`config.mk`:
```
export PLATFORM = sky130hd
export DESIGN_NAME = scr_config_regs
export DESIGN_NICKNAME = d
export VERILOG_FILES = /design/src/rtl/scr_pkg.sv /design/src/rtl/scr_config_regs.sv
export SDC_FILE = /design/constraint.sdc
export NUM_CORES = 1
export LEC_CHECK = 0
export BUFFER_PORTS_ARGS = -buffer_cell sky130_fd_sc_hd__clkbuf_2
export CAP_MARGIN = 20
export CORE_ASPECT_RATIO = 0.5
export CORE_UTILIZATION = 60
export DETAILED_ROUTE_END_ITERATION = 8
export PLACE_DENSITY = 0.85
export SLEW_MARGIN = 20
export SYNTH_ARGS = -nofsm -noshare
export SYNTH_HDL_FRONTEND = slang
export SYNTH_SLANG_ARGS = --single-unit
export TNS_END_PERCENT = 30
```
`constraint.sdc`:
```
create_clock -name clock_in -period 4.5 [get_ports clock_in]
set_clock_uncertainty 0.15 [all_clocks]
set_input_delay 0.675 -clock clock_in [delete_from_list [all_inputs] [get_ports clock_in]]
set_output_delay 0.675 -clock clock_in [all_outputs]
set_load 0.1 [all_outputs]
```
`src/rtl/scr_pkg.sv`:
```
// Package of offsets, field positions and reset values for the channel bank
package scr_pkg;

  // Bank shape
  localparam int NUM_CH       = 8;
  localparam int CH_PER_BLOCK = 4;
  localparam int NUM_BLOCKS   = 2;

  // Bus shape
  localparam int APB_ADDR_W = 20;
  localparam int APB_DATA_W = 32;
  localparam int REG_IDX_W  = 18;

  // Register indices; byte address is four times the index
  localparam logic [REG_IDX_W-1:0] RX_CFG_IDX [NUM_CH] = '{
    18'h30003, 18'h30013, 18'h30023, 18'h30033,
    18'h30103, 18'h30113, 18'h30123, 18'h30133};
  localparam logic [REG_IDX_W-1:0] COM_CFG_IDX [NUM_CH] = '{
    18'h30004, 18'h30014, 18'h30024, 18'h30034,
    18'h30104, 18'h30114, 18'h30124, 18'h30134};
  localparam logic [REG_IDX_W-1:0] TST_SEL_IDX [NUM_CH] = '{
    18'h30006, 18'h30016, 18'h30026, 18'h30036,
    18'h30106, 18'h30116, 18'h30126, 18'h30136};
  localparam logic [REG_IDX_W-1:0] BLK_CTL_IDX [NUM_BLOCKS] = '{
    18'h30005, 18'h30105};

  // Reset values
  localparam logic [7:0] RX_CFG_RST  = 8'h20;
  localparam logic [7:0] COM_CFG_RST = 8'h40;
  localparam logic [7:0] TST_SEL_RST = 8'h00;
  localparam logic [7:0] BLK_CTL_RST = 8'h44;

  // Field positions, bit 0 is the most significant bit of the byte
  localparam logic [2:0] RX_HALF_RATE_POS  = 3'h0;
  localparam logic [2:0] RX_POWER_DOWN_POS = 3'h1;
  localparam logic [2:0] CH_GATE_POS       = 3'h1;
  localparam logic [2:0] CH_SOFT_RST_POS   = 3'h2;
  localparam logic [2:0] CH_TEST_EN_POS    = 3'h7;
  localparam logic [2:0] LOOP_SEL_POS      = 3'h0;
  localparam logic [2:0] BLK_GATE_POS      = 3'h1;
  localparam logic [2:0] BLK_SOFT_RST_POS  = 3'h2;
  localparam logic [2:0] BLK_RX_PD_POS     = 3'h4;
  localparam logic [2:0] BLK_TEST_EN_POS   = 3'h7;

  // Rate figures
  localparam logic [4:0] HALF_RATE_MULT = 5'h08;
  localparam logic [4:0] FULL_RATE_MULT = 5'h10;
  localparam logic [2:0] HALF_RATE_DIV  = 3'h4;
  localparam logic [2:0] FULL_RATE_DIV  = 3'h2;

  // Reads a field numbered from the most significant bit
  function automatic logic cfg_bit(input logic [7:0] value,
                                   input logic [2:0] pos);
    cfg_bit = value[3'h7 - pos];
  endfunction : cfg_bit

endpackage : scr_pkg

```
`src/rtl/scr_config_regs.sv`:
```
// Serial channel configuration register bank with APB access
//
// Contract
// RULE_01 - Half-rate bit 1: serial input at 8x reference, byte clock ref/4.
// RULE_02 - Half-rate bit 0: serial input at 16x reference, byte clock ref/2.
// RULE_03 - Half-rate bit clears to 0 on device reset.
// RULE_04 - Receiver power-down bit 1 powers receive parts down; resets to 0.
// RULE_05 - Receive register bits 2 to 7 reserved; bit 2 resets to 1.
// RULE_06 - Channel alarm gate bit 1 blocks all that channel's alarms.
// RULE_07 - Channel alarm gate overrides the per-alarm enable bits.
// RULE_08 - Channel alarm gate resets to 1, alarms start masked.
// RULE_09 - Channel soft reset resets channel logic, keeps configuration.
// RULE_10 - Soft reset never self-clears; software sets and clears it.
// RULE_11 - Channel soft reset bit clears to 0 on device reset.
// RULE_12 - Channel test enable puts transmit and receive into test mode.
// RULE_13 - Software also programs the loopback select for the wanted test.
// RULE_14 - Block test enable overrides each channel test enable.
// RULE_15 - Loopback select 0 gives far-end loopback, transmitter to receiver.
// RULE_16 - Loopback select 1 gives near-end loopback, receiver to transmitter.
// RULE_17 - Software keeps test register bits 1 to 7 zero; they reset zero.
// RULE_18 - Block alarm gate overrides channel gates, masks all; resets to 1.
// RULE_19 - Block soft reset overrides channel resets, resets all four.
// RULE_20 - Bit 0 of every register byte is its most significant bit.
// RULE_21 - Reads return last written or reset value, with no side effect.
`timescale 1ns/1ps
`default_nettype none

module scr_config_regs
  import scr_pkg::*;
#(
  parameter int NUM_CHANNELS       = scr_pkg::NUM_CH,
  parameter int CHANNELS_PER_BLOCK = scr_pkg::CH_PER_BLOCK
)
(
  // Clock and reset
  input  wire logic                            clock_in,
  input  wire logic                            reset_n_in,
  // APB slave
  input  wire logic                            psel_in,
  input  wire logic                            penable_in,
  input  wire logic                            pwrite_in,
  input  wire logic [scr_pkg::APB_ADDR_W-1:0]  paddr_in,
  input  wire logic [scr_pkg::APB_DATA_W-1:0]  pwdata_in,
  input  wire logic [3:0]                      pstrb_in,
  output logic                                 pready_out,
  output logic [scr_pkg::APB_DATA_W-1:0]       prdata_out,
  output logic                                 pslverr_out,
  // Alarm sources and per-alarm enables
  input  wire logic [scr_pkg::NUM_CH-1:0]      tx_alarm_in,
  input  wire logic [scr_pkg::NUM_CH-1:0]      rx_alarm_in,
  input  wire logic [scr_pkg::NUM_CH-1:0]      tx_alarm_enable_in,
  input  wire logic [scr_pkg::NUM_CH-1:0]      rx_alarm_enable_in,
  // Channel controls
  output logic [scr_pkg::NUM_CH-1:0]           rx_half_rate_sel_out,
  output logic [scr_pkg::NUM_CH-1:0][4:0]      serial_rx_input_mult_out,
  output logic [scr_pkg::NUM_CH-1:0]           rx_byte_clock_en_out,
  output logic [scr_pkg::NUM_CH-1:0]           rx_power_down_out,
  output logic [scr_pkg::NUM_CH-1:0]           channel_reset_out,
  output logic [scr_pkg::NUM_CH-1:0]           channel_alarm_out,
  output logic [scr_pkg::NUM_CH-1:0]           test_mode_out,
  output logic [scr_pkg::NUM_CH-1:0]           far_end_loopback_out,
  output logic [scr_pkg::NUM_CH-1:0]           near_end_loopback_out
);
  import scr_pkg::*;

  // Elaboration check: the address map is fixed at eight channels
  if (NUM_CHANNELS != NUM_CH || CHANNELS_PER_BLOCK != CH_PER_BLOCK)
  begin : g_shape_check
    $error("Address map serves eight channels in blocks of four");
  end

  // Register storage
  logic [7:0] rx_cfg  [NUM_CH];
  logic [7:0] com_cfg [NUM_CH];
  logic [7:0] tst_sel [NUM_CH];
  logic [7:0] blk_ctl [NUM_BLOCKS];

  // Address decode
  wire logic [REG_IDX_W-1:0] reg_idx = paddr_in[APB_ADDR_W-1:2];
  wire logic                 word_ok = (paddr_in[1:0] == 2'h0);
  logic [NUM_CH-1:0]     hit_rx;
  logic [NUM_CH-1:0]     hit_com;
  logic [NUM_CH-1:0]     hit_tst;
  logic [NUM_BLOCKS-1:0] hit_blk;

  for (genvar i = 0; i < NUM_CH; i++)
  begin : g_dec
    assign hit_rx[i]  = word_ok && (reg_idx == RX_CFG_IDX[i]);
    assign hit_com[i] = word_ok && (reg_idx == COM_CFG_IDX[i]);
    assign hit_tst[i] = word_ok && (reg_idx == TST_SEL_IDX[i]);
  end

  for (genvar b = 0; b < NUM_BLOCKS; b++)
  begin : g_bdec
    assign hit_blk[b] = word_ok && (reg_idx == BLK_CTL_IDX[b]);
  end

  wire logic mapped      = |{hit_rx, hit_com, hit_tst, hit_blk};
  wire logic access      = psel_in && penable_in;
  wire logic next_pready = access && !pready_out;
  wire logic wr_fire     = access && pready_out && pwrite_in &&
                           pstrb_in[0] && mapped;
  wire logic [7:0] wbyte = pwdata_in[7:0];

  // Read selection, no state changes on a read
  logic [7:0] rd_byte;
  always_comb
  begin
    rd_byte = 8'h00;
    for (int i = 0; i < NUM_CH; i++)
    begin
      if (hit_rx[i])
        rd_byte = rd_byte | rx_cfg[i];  // [RULE_21]
      if (hit_com[i])
        rd_byte = rd_byte | com_cfg[i];
      if (hit_tst[i])
        rd_byte = rd_byte | tst_sel[i];
    end
    for (int b = 0; b < NUM_BLOCKS; b++)
    begin
      if (hit_blk[b])
        rd_byte = rd_byte | blk_ctl[b];
    end
  end

  // APB answer, one wait state
  always_ff @(posedge clock_in or negedge reset_n_in)
  begin
    if (!reset_n_in)
    begin
      pready_out  <= 1'b0;
      prdata_out  <= 32'h0000_0000;
      pslverr_out <= 1'b0;
    end
    else
    begin
      pready_out  <= next_pready;
      pslverr_out <= next_pready && !mapped;
      if (next_pready)
        prdata_out <= {24'h00_0000, rd_byte};
    end
  end

  // Channel registers, written only by software
  for (genvar i = 0; i < NUM_CH; i++)
  begin : g_reg
    always_ff @(posedge clock_in or negedge reset_n_in)
    begin
      if (!reset_n_in)
      begin
        rx_cfg[i]  <= RX_CFG_RST;   // [RULE_03] [RULE_04] [RULE_05]
        com_cfg[i] <= COM_CFG_RST;  // [RULE_08] [RULE_11]
        tst_sel[i] <= TST_SEL_RST;  // [RULE_17]
      end
      else if (wr_fire)
      begin
        if (hit_rx[i])
          rx_cfg[i] <= wbyte;
        if (hit_com[i])
          com_cfg[i] <= wbyte;  // [RULE_10]
        if (hit_tst[i])
          tst_sel[i] <= wbyte;
      end
    end
  end

  for (genvar b = 0; b < NUM_BLOCKS; b++)
  begin : g_blk
    always_ff @(posedge clock_in or negedge reset_n_in)
    begin
      if (!reset_n_in)
        blk_ctl[b] <= BLK_CTL_RST;  // [RULE_18]
      else if (wr_fire && hit_blk[b])
        blk_ctl[b] <= wbyte;
    end
  end

  // Per-channel control decode
  logic [NUM_CH-1:0]      next_half;
  logic [NUM_CH-1:0][4:0] next_mult;
  logic [NUM_CH-1:0]      next_pd;
  logic [NUM_CH-1:0]      next_rst;
  logic [NUM_CH-1:0]      next_alarm;
  logic [NUM_CH-1:0]      next_test;
  logic [NUM_CH-1:0]      next_far;
  logic [NUM_CH-1:0]      next_near;
  logic [NUM_CH-1:0]      next_byte_en;
  logic [NUM_CH-1:0][1:0] byte_cnt;
  logic [NUM_CH-1:0][1:0] next_byte_cnt;

  for (genvar i = 0; i < NUM_CH; i++)
  begin : g_ch
    localparam int B = i / CH_PER_BLOCK;
    wire logic half = cfg_bit(rx_cfg[i], RX_HALF_RATE_POS);  // [RULE_20]
    wire logic gate = cfg_bit(com_cfg[i], CH_GATE_POS) ||
                      cfg_bit(blk_ctl[B], BLK_GATE_POS);  // [RULE_18]
    wire logic test = cfg_bit(com_cfg[i], CH_TEST_EN_POS) ||
                      cfg_bit(blk_ctl[B], BLK_TEST_EN_POS);  // [RULE_14]
    wire logic loop = cfg_bit(tst_sel[i], LOOP_SEL_POS);
    wire logic [2:0] div = half ? HALF_RATE_DIV : FULL_RATE_DIV;
    wire logic wrap = ({1'b0, byte_cnt[i]} == div - 3'h1);

    assign next_half[i] = half;
    // Serial rate multiple of the reference clock
    assign next_mult[i] = half ? HALF_RATE_MULT  // [RULE_01]
                               : FULL_RATE_MULT;  // [RULE_02]
    assign next_pd[i] = cfg_bit(rx_cfg[i], RX_POWER_DOWN_POS) ||
                        cfg_bit(blk_ctl[B], BLK_RX_PD_POS);  // [RULE_04]
    // Configuration stays untouched while the channel is held in reset
    assign next_rst[i] = cfg_bit(com_cfg[i], CH_SOFT_RST_POS) ||  // [RULE_09]
                         cfg_bit(blk_ctl[B], BLK_SOFT_RST_POS);  // [RULE_19]
    // Channel gate wins over the individual alarm enables
    assign next_alarm[i] = !gate &&  // [RULE_06] [RULE_07]
                           ((tx_alarm_in[i] && tx_alarm_enable_in[i]) ||
                            (rx_alarm_in[i] && rx_alarm_enable_in[i]));
    assign next_test[i] = test;  // [RULE_12]
    assign next_far[i]  = test && !loop;  // [RULE_15]
    assign next_near[i] = test && loop;  // [RULE_16]
    // Byte clock enable at ref/4 or ref/2, held off during channel reset
    assign next_byte_en[i]  = !next_rst[i] && wrap;  // [RULE_01] [RULE_02]
    assign next_byte_cnt[i] = (next_rst[i] || wrap) ? 2'h0
                                                    : byte_cnt[i] + 2'h1;
  end

  // Registered channel outputs
  always_ff @(posedge clock_in or negedge reset_n_in)
  begin
    if (!reset_n_in)
    begin
      rx_half_rate_sel_out     <= '0;
      serial_rx_input_mult_out <= {NUM_CH{FULL_RATE_MULT}};
      rx_byte_clock_en_out     <= '0;
      byte_cnt                 <= '0;
      rx_power_down_out        <= '0;
      channel_reset_out        <= '0;
      channel_alarm_out        <= '0;
      test_mode_out            <= '0;
      far_end_loopback_out     <= '0;
      near_end_loopback_out    <= '0;
    end
    else
    begin
      rx_half_rate_sel_out     <= next_half;
      serial_rx_input_mult_out <= next_mult;
      rx_byte_clock_en_out     <= next_byte_en;
      byte_cnt                 <= next_byte_cnt;
      rx_power_down_out        <= next_pd;
      channel_reset_out        <= next_rst;
      channel_alarm_out        <= next_alarm;
      test_mode_out            <= next_test;
      far_end_loopback_out     <= next_far;
      near_end_loopback_out    <= next_near;
    end
  end

endmodule : scr_config_regs

`default_nettype wire

```
==> parameters.txt <==
Parameter                              Value

Status
  Run status    completed

Logic synthesis
  Cell taking the most area after synthesis    sky130_fd_sc_hd__dfrtp_1
  Syn Inst Count    1076
  Library cells used by synthesis    69
  EDFF count, synth    0
  Synthesized area per cell    12.86 µm²
  Proportion of netlist area held by the largest area contributor    50.26%
  Number of register bits inferred by synthesis    306
  Async set-reset flop share out of synthesis    100.0%
  Most used flip-flop cell after synthesis    sky130_fd_sc_hd__dfrtp_1
  Sequential-to-total area share from yosys stat    55.58%
  Biggest area contributors in the synthesized netlist    sky130_fd_sc_hd__dfrtp_1 50%, sky130_fd_sc_hd__mux2_2 17%, sky130_fd_sc_hd__dfstp_2 5.3%
  Cell area after technology mapping    13840 µm²
  Yosys synthesis warning count    0

Route
  Met1 routed wirelength after detailed routing    16.64 mm
  Detailed-route wire length    41.73 mm
  DR top layer    met4
  Average vias per placed instance    6.595
  Length of the first detailed-routing pass in iterations    8
  Detailed-route DRC error count    0
  DR WL/cell    26.73 µm
  Via Count    10300
  Post-DRT Antenna Nets    0
  DR WL met2    18.66 mm
  Initial drt markers    1458
  Wire length on met3    4.871 mm

GRT
  Maximum number of pins on one net before global-route repair    102
  Total grt overflow    0
  Initial antenna violation count    0
  Global-route usage over all layers    36.12%
  Vias in the first global route    10320
  First-pass GRT wire length    62.91 mm

Floorplan
  Total Die Area    23720 µm²
  I/O pin count    231
  Cell row count    38
  Effective utilization at floorplan    62.47%
  Area of the core    22160 µm²
  Die width    216.8 µm
  Die span in y    109.4 µm

Cells and area
  Total area of multi-input combinational cells    5675 µm²
  Final cell area excluding filler cells    15800 µm²
  Share of cells above drive strength 1    43.30%
  Layout net count    1335
  Number of filler instances in the final layout    1470
  Area added between synthesis and finish    14.16%
  FF/Latch Area    7692 µm²
  Number of inserted diodes    0

Clocking
  Clock buffer count from CTS    26
  Clock Root Buffer    sky130_fd_sc_hd__clkbuf_16
  Clock tree from TritonCTS    yes
  Clock-pin slew reported for the worst setup and hold paths after clock tree synthesis    70 ps
  Latest clock arrival within the worst-skew pair    550 ps
  Clock sinks    306
  H-tree depth    1
  Total of cells resized after clock tree synthesis    0
  Hold buffer count at CTS    0
  Buffers inserted during post-CTS setup optimization    0
  Maximum buffer depth of the clock tree    3

STA
  Worst max-slew margin expressed relative to the limit    16.95%
  Hold violation count in the final report    0
  RSZ-0062 raised after global routing    no
  Transition time at the pin with the least slew margin    1239 ps
  Final Worst Setup Slack    1196 ps
  Post-route fraction of the period consumed by the critical path    73.42%
  Highest clock frequency the design can meet    302.7 MHz
  Number of failing setup endpoints in the final timing report    0
  Max-slew violation count    0
  Time the final worst path needs with I/O delays and setup    3304 ps
  Setup_tns    0 ps
  Worst hold margin    33.06 ps

Placed design
  Port Buffer Count    155
  Placement Cell Area    14910 µm²
  Half-perimeter wire length of the detailed placement result    28.61 mm
  Post-Place Setup Slack    839.3 ps
  Routability-driven placement congestion ratio    0.9566

Critical path
  Peak per-stage delay on the critical path    640 ps
  Setup CP Type    in2reg
  Library cell contributing the largest single delay on the critical path    sky130_fd_sc_hd__nor2_2
  R2r setup slk    1980 ps
  Start point of the critical path    paddr_in[3]
  Startpoint type of the worst setup path    input pin
  Data arrival at the endpoint of the critical path    3570 ps
  Worst reg2reg path depth    6
  Worst-path maximum fanout    15
  R2r endpoint    prdata_out[2]
  Critical path cell sequence    clkbuf_2 > and4bb_2 > nand3_2 > nor2_2 > nand2_1 > mux2_2
  Reg-to-reg critical path startpoint    pready_out
  Data required time of the critical path    4770 ps
  Critical Path End Type    flip-flop

Pwr
  Standby leakage power    7.764 nW
  Worst voltage drop across the vdd grid    0.0002324 V
  Power per Cell Area    359.5 nW/µm²
  Overall Power    5.681 mW

Hold path
  Worst min-delay path class    in2async

Run
  Count of maximum capacitance violations    0
routing by layer:
metal / vias to the layer above / global-route usage (%)
li1: 4219 / -
met1: 5180 / 49.20
met2: 739 / 56.71
met3: 157 / 9.820
met4: 0 / 12.22
met5: - / 0
final cells by class:
type                            instances  share of cell area [%]
Timing Repair Buffer                  196                   7.079
Clock inverter                         10                  0.8236
Clock buffer                           37                   4.831
Tap cell                              300                   2.376
Multi-Input combinational cell        700                   35.92
Sequential cell                       306                   48.69
Inverter                               12                  0.2851
how the worst max path moves through the flow:
stage / cells after the start / slack [ps] / endpoint
floorplan: 5 / 1680 / blk_ctl[0]
global placement: 6 / 880 / rx_cfg[14]
detailed placement: 6 / 840 / rx_cfg[11]
CTS: 6 / 1380 / g_ch[6].half
global route: 6 / 1260 / g_ch[6].half
finish: 6 / 1200 / rx_cfg[12]
layout by cell type, fill, tap and decap left out, drive strengths merged, types with 8 or more instances in the layout:
cell type	instances
a2111oi	9
a21oi	15
a22oi	48
and2	8
and3	19
and4	10
buf	42
clkbuf	191
conb	48
dfrtp	278
dfstp	28
inv	12
mux2	210
mux2i	9
nand2	40
nand3	28
nand4	20
nor2	37
nor2b	8
nor3	47
nor3b	9
nor4	10
o21ai	12
or2	25
xor2	8
registers in the layout, indices dropped and copies added (netlist names), 7 cells and up:
name and flops:
byte_cnt 16, prdata_out 8, rx_half_rate_sel_out 7, g_ch.loop 8, com_cfg 64, near_end_loopback_out 8
serial_rx_input_mult_out 9, channel_alarm_out 8, blk_ctl 16, channel_reset_out 8, rx_power_down_out 8, test_mode_out 8
rx_byte_clock_en_out 8, g_ch.half 8, rx_cfg 56, tst_sel 56, far_end_loopback_out 8
kinds of logic (layout without fill, tap and decap cells):
kind of cell | after synthesis | after routing | share of synthesized area, %
simple gates | 293 | 293 | 14.03
mux | 219 | 219 | 17.74
xor+xnor | 8 | 8 | 0.5063
compound gates | 132 | 132 | 7.187
buf+inv | 117 | 255 | 4.936
flops | 306 | 306 | 55.58
other cells | 1 | 48 | 0.02709
critical path: cells and delay by family:
family	cells	cell delay, ps
AND/OR/NAND/NOR	4	2150
multiplexers	1	460
buffers and inverters	1	280
power by group:
part / internal (mW) / switching (mW)
sequential: 2.77 / 0.0136
clock: 1.35 / 1.01
combinational: 0.0709 / 0.467
total: 4.19 / 1.49
per-stage QoR:
step,std cells,util [%]
after floorplan,1123,-
after global placement,1514,67.28
after detailed placement,1514,67.28
after CTS,1561,71.31
after global routing,1561,71.31
final,1561,71.31
cell usage after synthesis (9+ instances only):
cell type and instances:
sky130_fd_sc_hd__clkbuf_1 26, sky130_fd_sc_hd__and4_1 10, sky130_fd_sc_hd__a2111oi_0 9, sky130_fd_sc_hd__mux2_2 210
sky130_fd_sc_hd__nand4_1 20, sky130_fd_sc_hd__nor3_2 12, sky130_fd_sc_hd__buf_4 58, sky130_fd_sc_hd__nor3b_1 9
sky130_fd_sc_hd__nor2_1 31, sky130_fd_sc_hd__nor3_1 31, sky130_fd_sc_hd__buf_2 21, sky130_fd_sc_hd__nand2_1 37
sky130_fd_sc_hd__inv_1 12, sky130_fd_sc_hd__o21ai_0 12, sky130_fd_sc_hd__a22oi_1 48, sky130_fd_sc_hd__or2_2 25
sky130_fd_sc_hd__a21oi_1 15, sky130_fd_sc_hd__and3_1 19, sky130_fd_sc_hd__mux2i_1 9, sky130_fd_sc_hd__dfstp_2 28
sky130_fd_sc_hd__dfrtp_1 278, sky130_fd_sc_hd__nand3_1 23
Power figures use the tool's default switching activity.
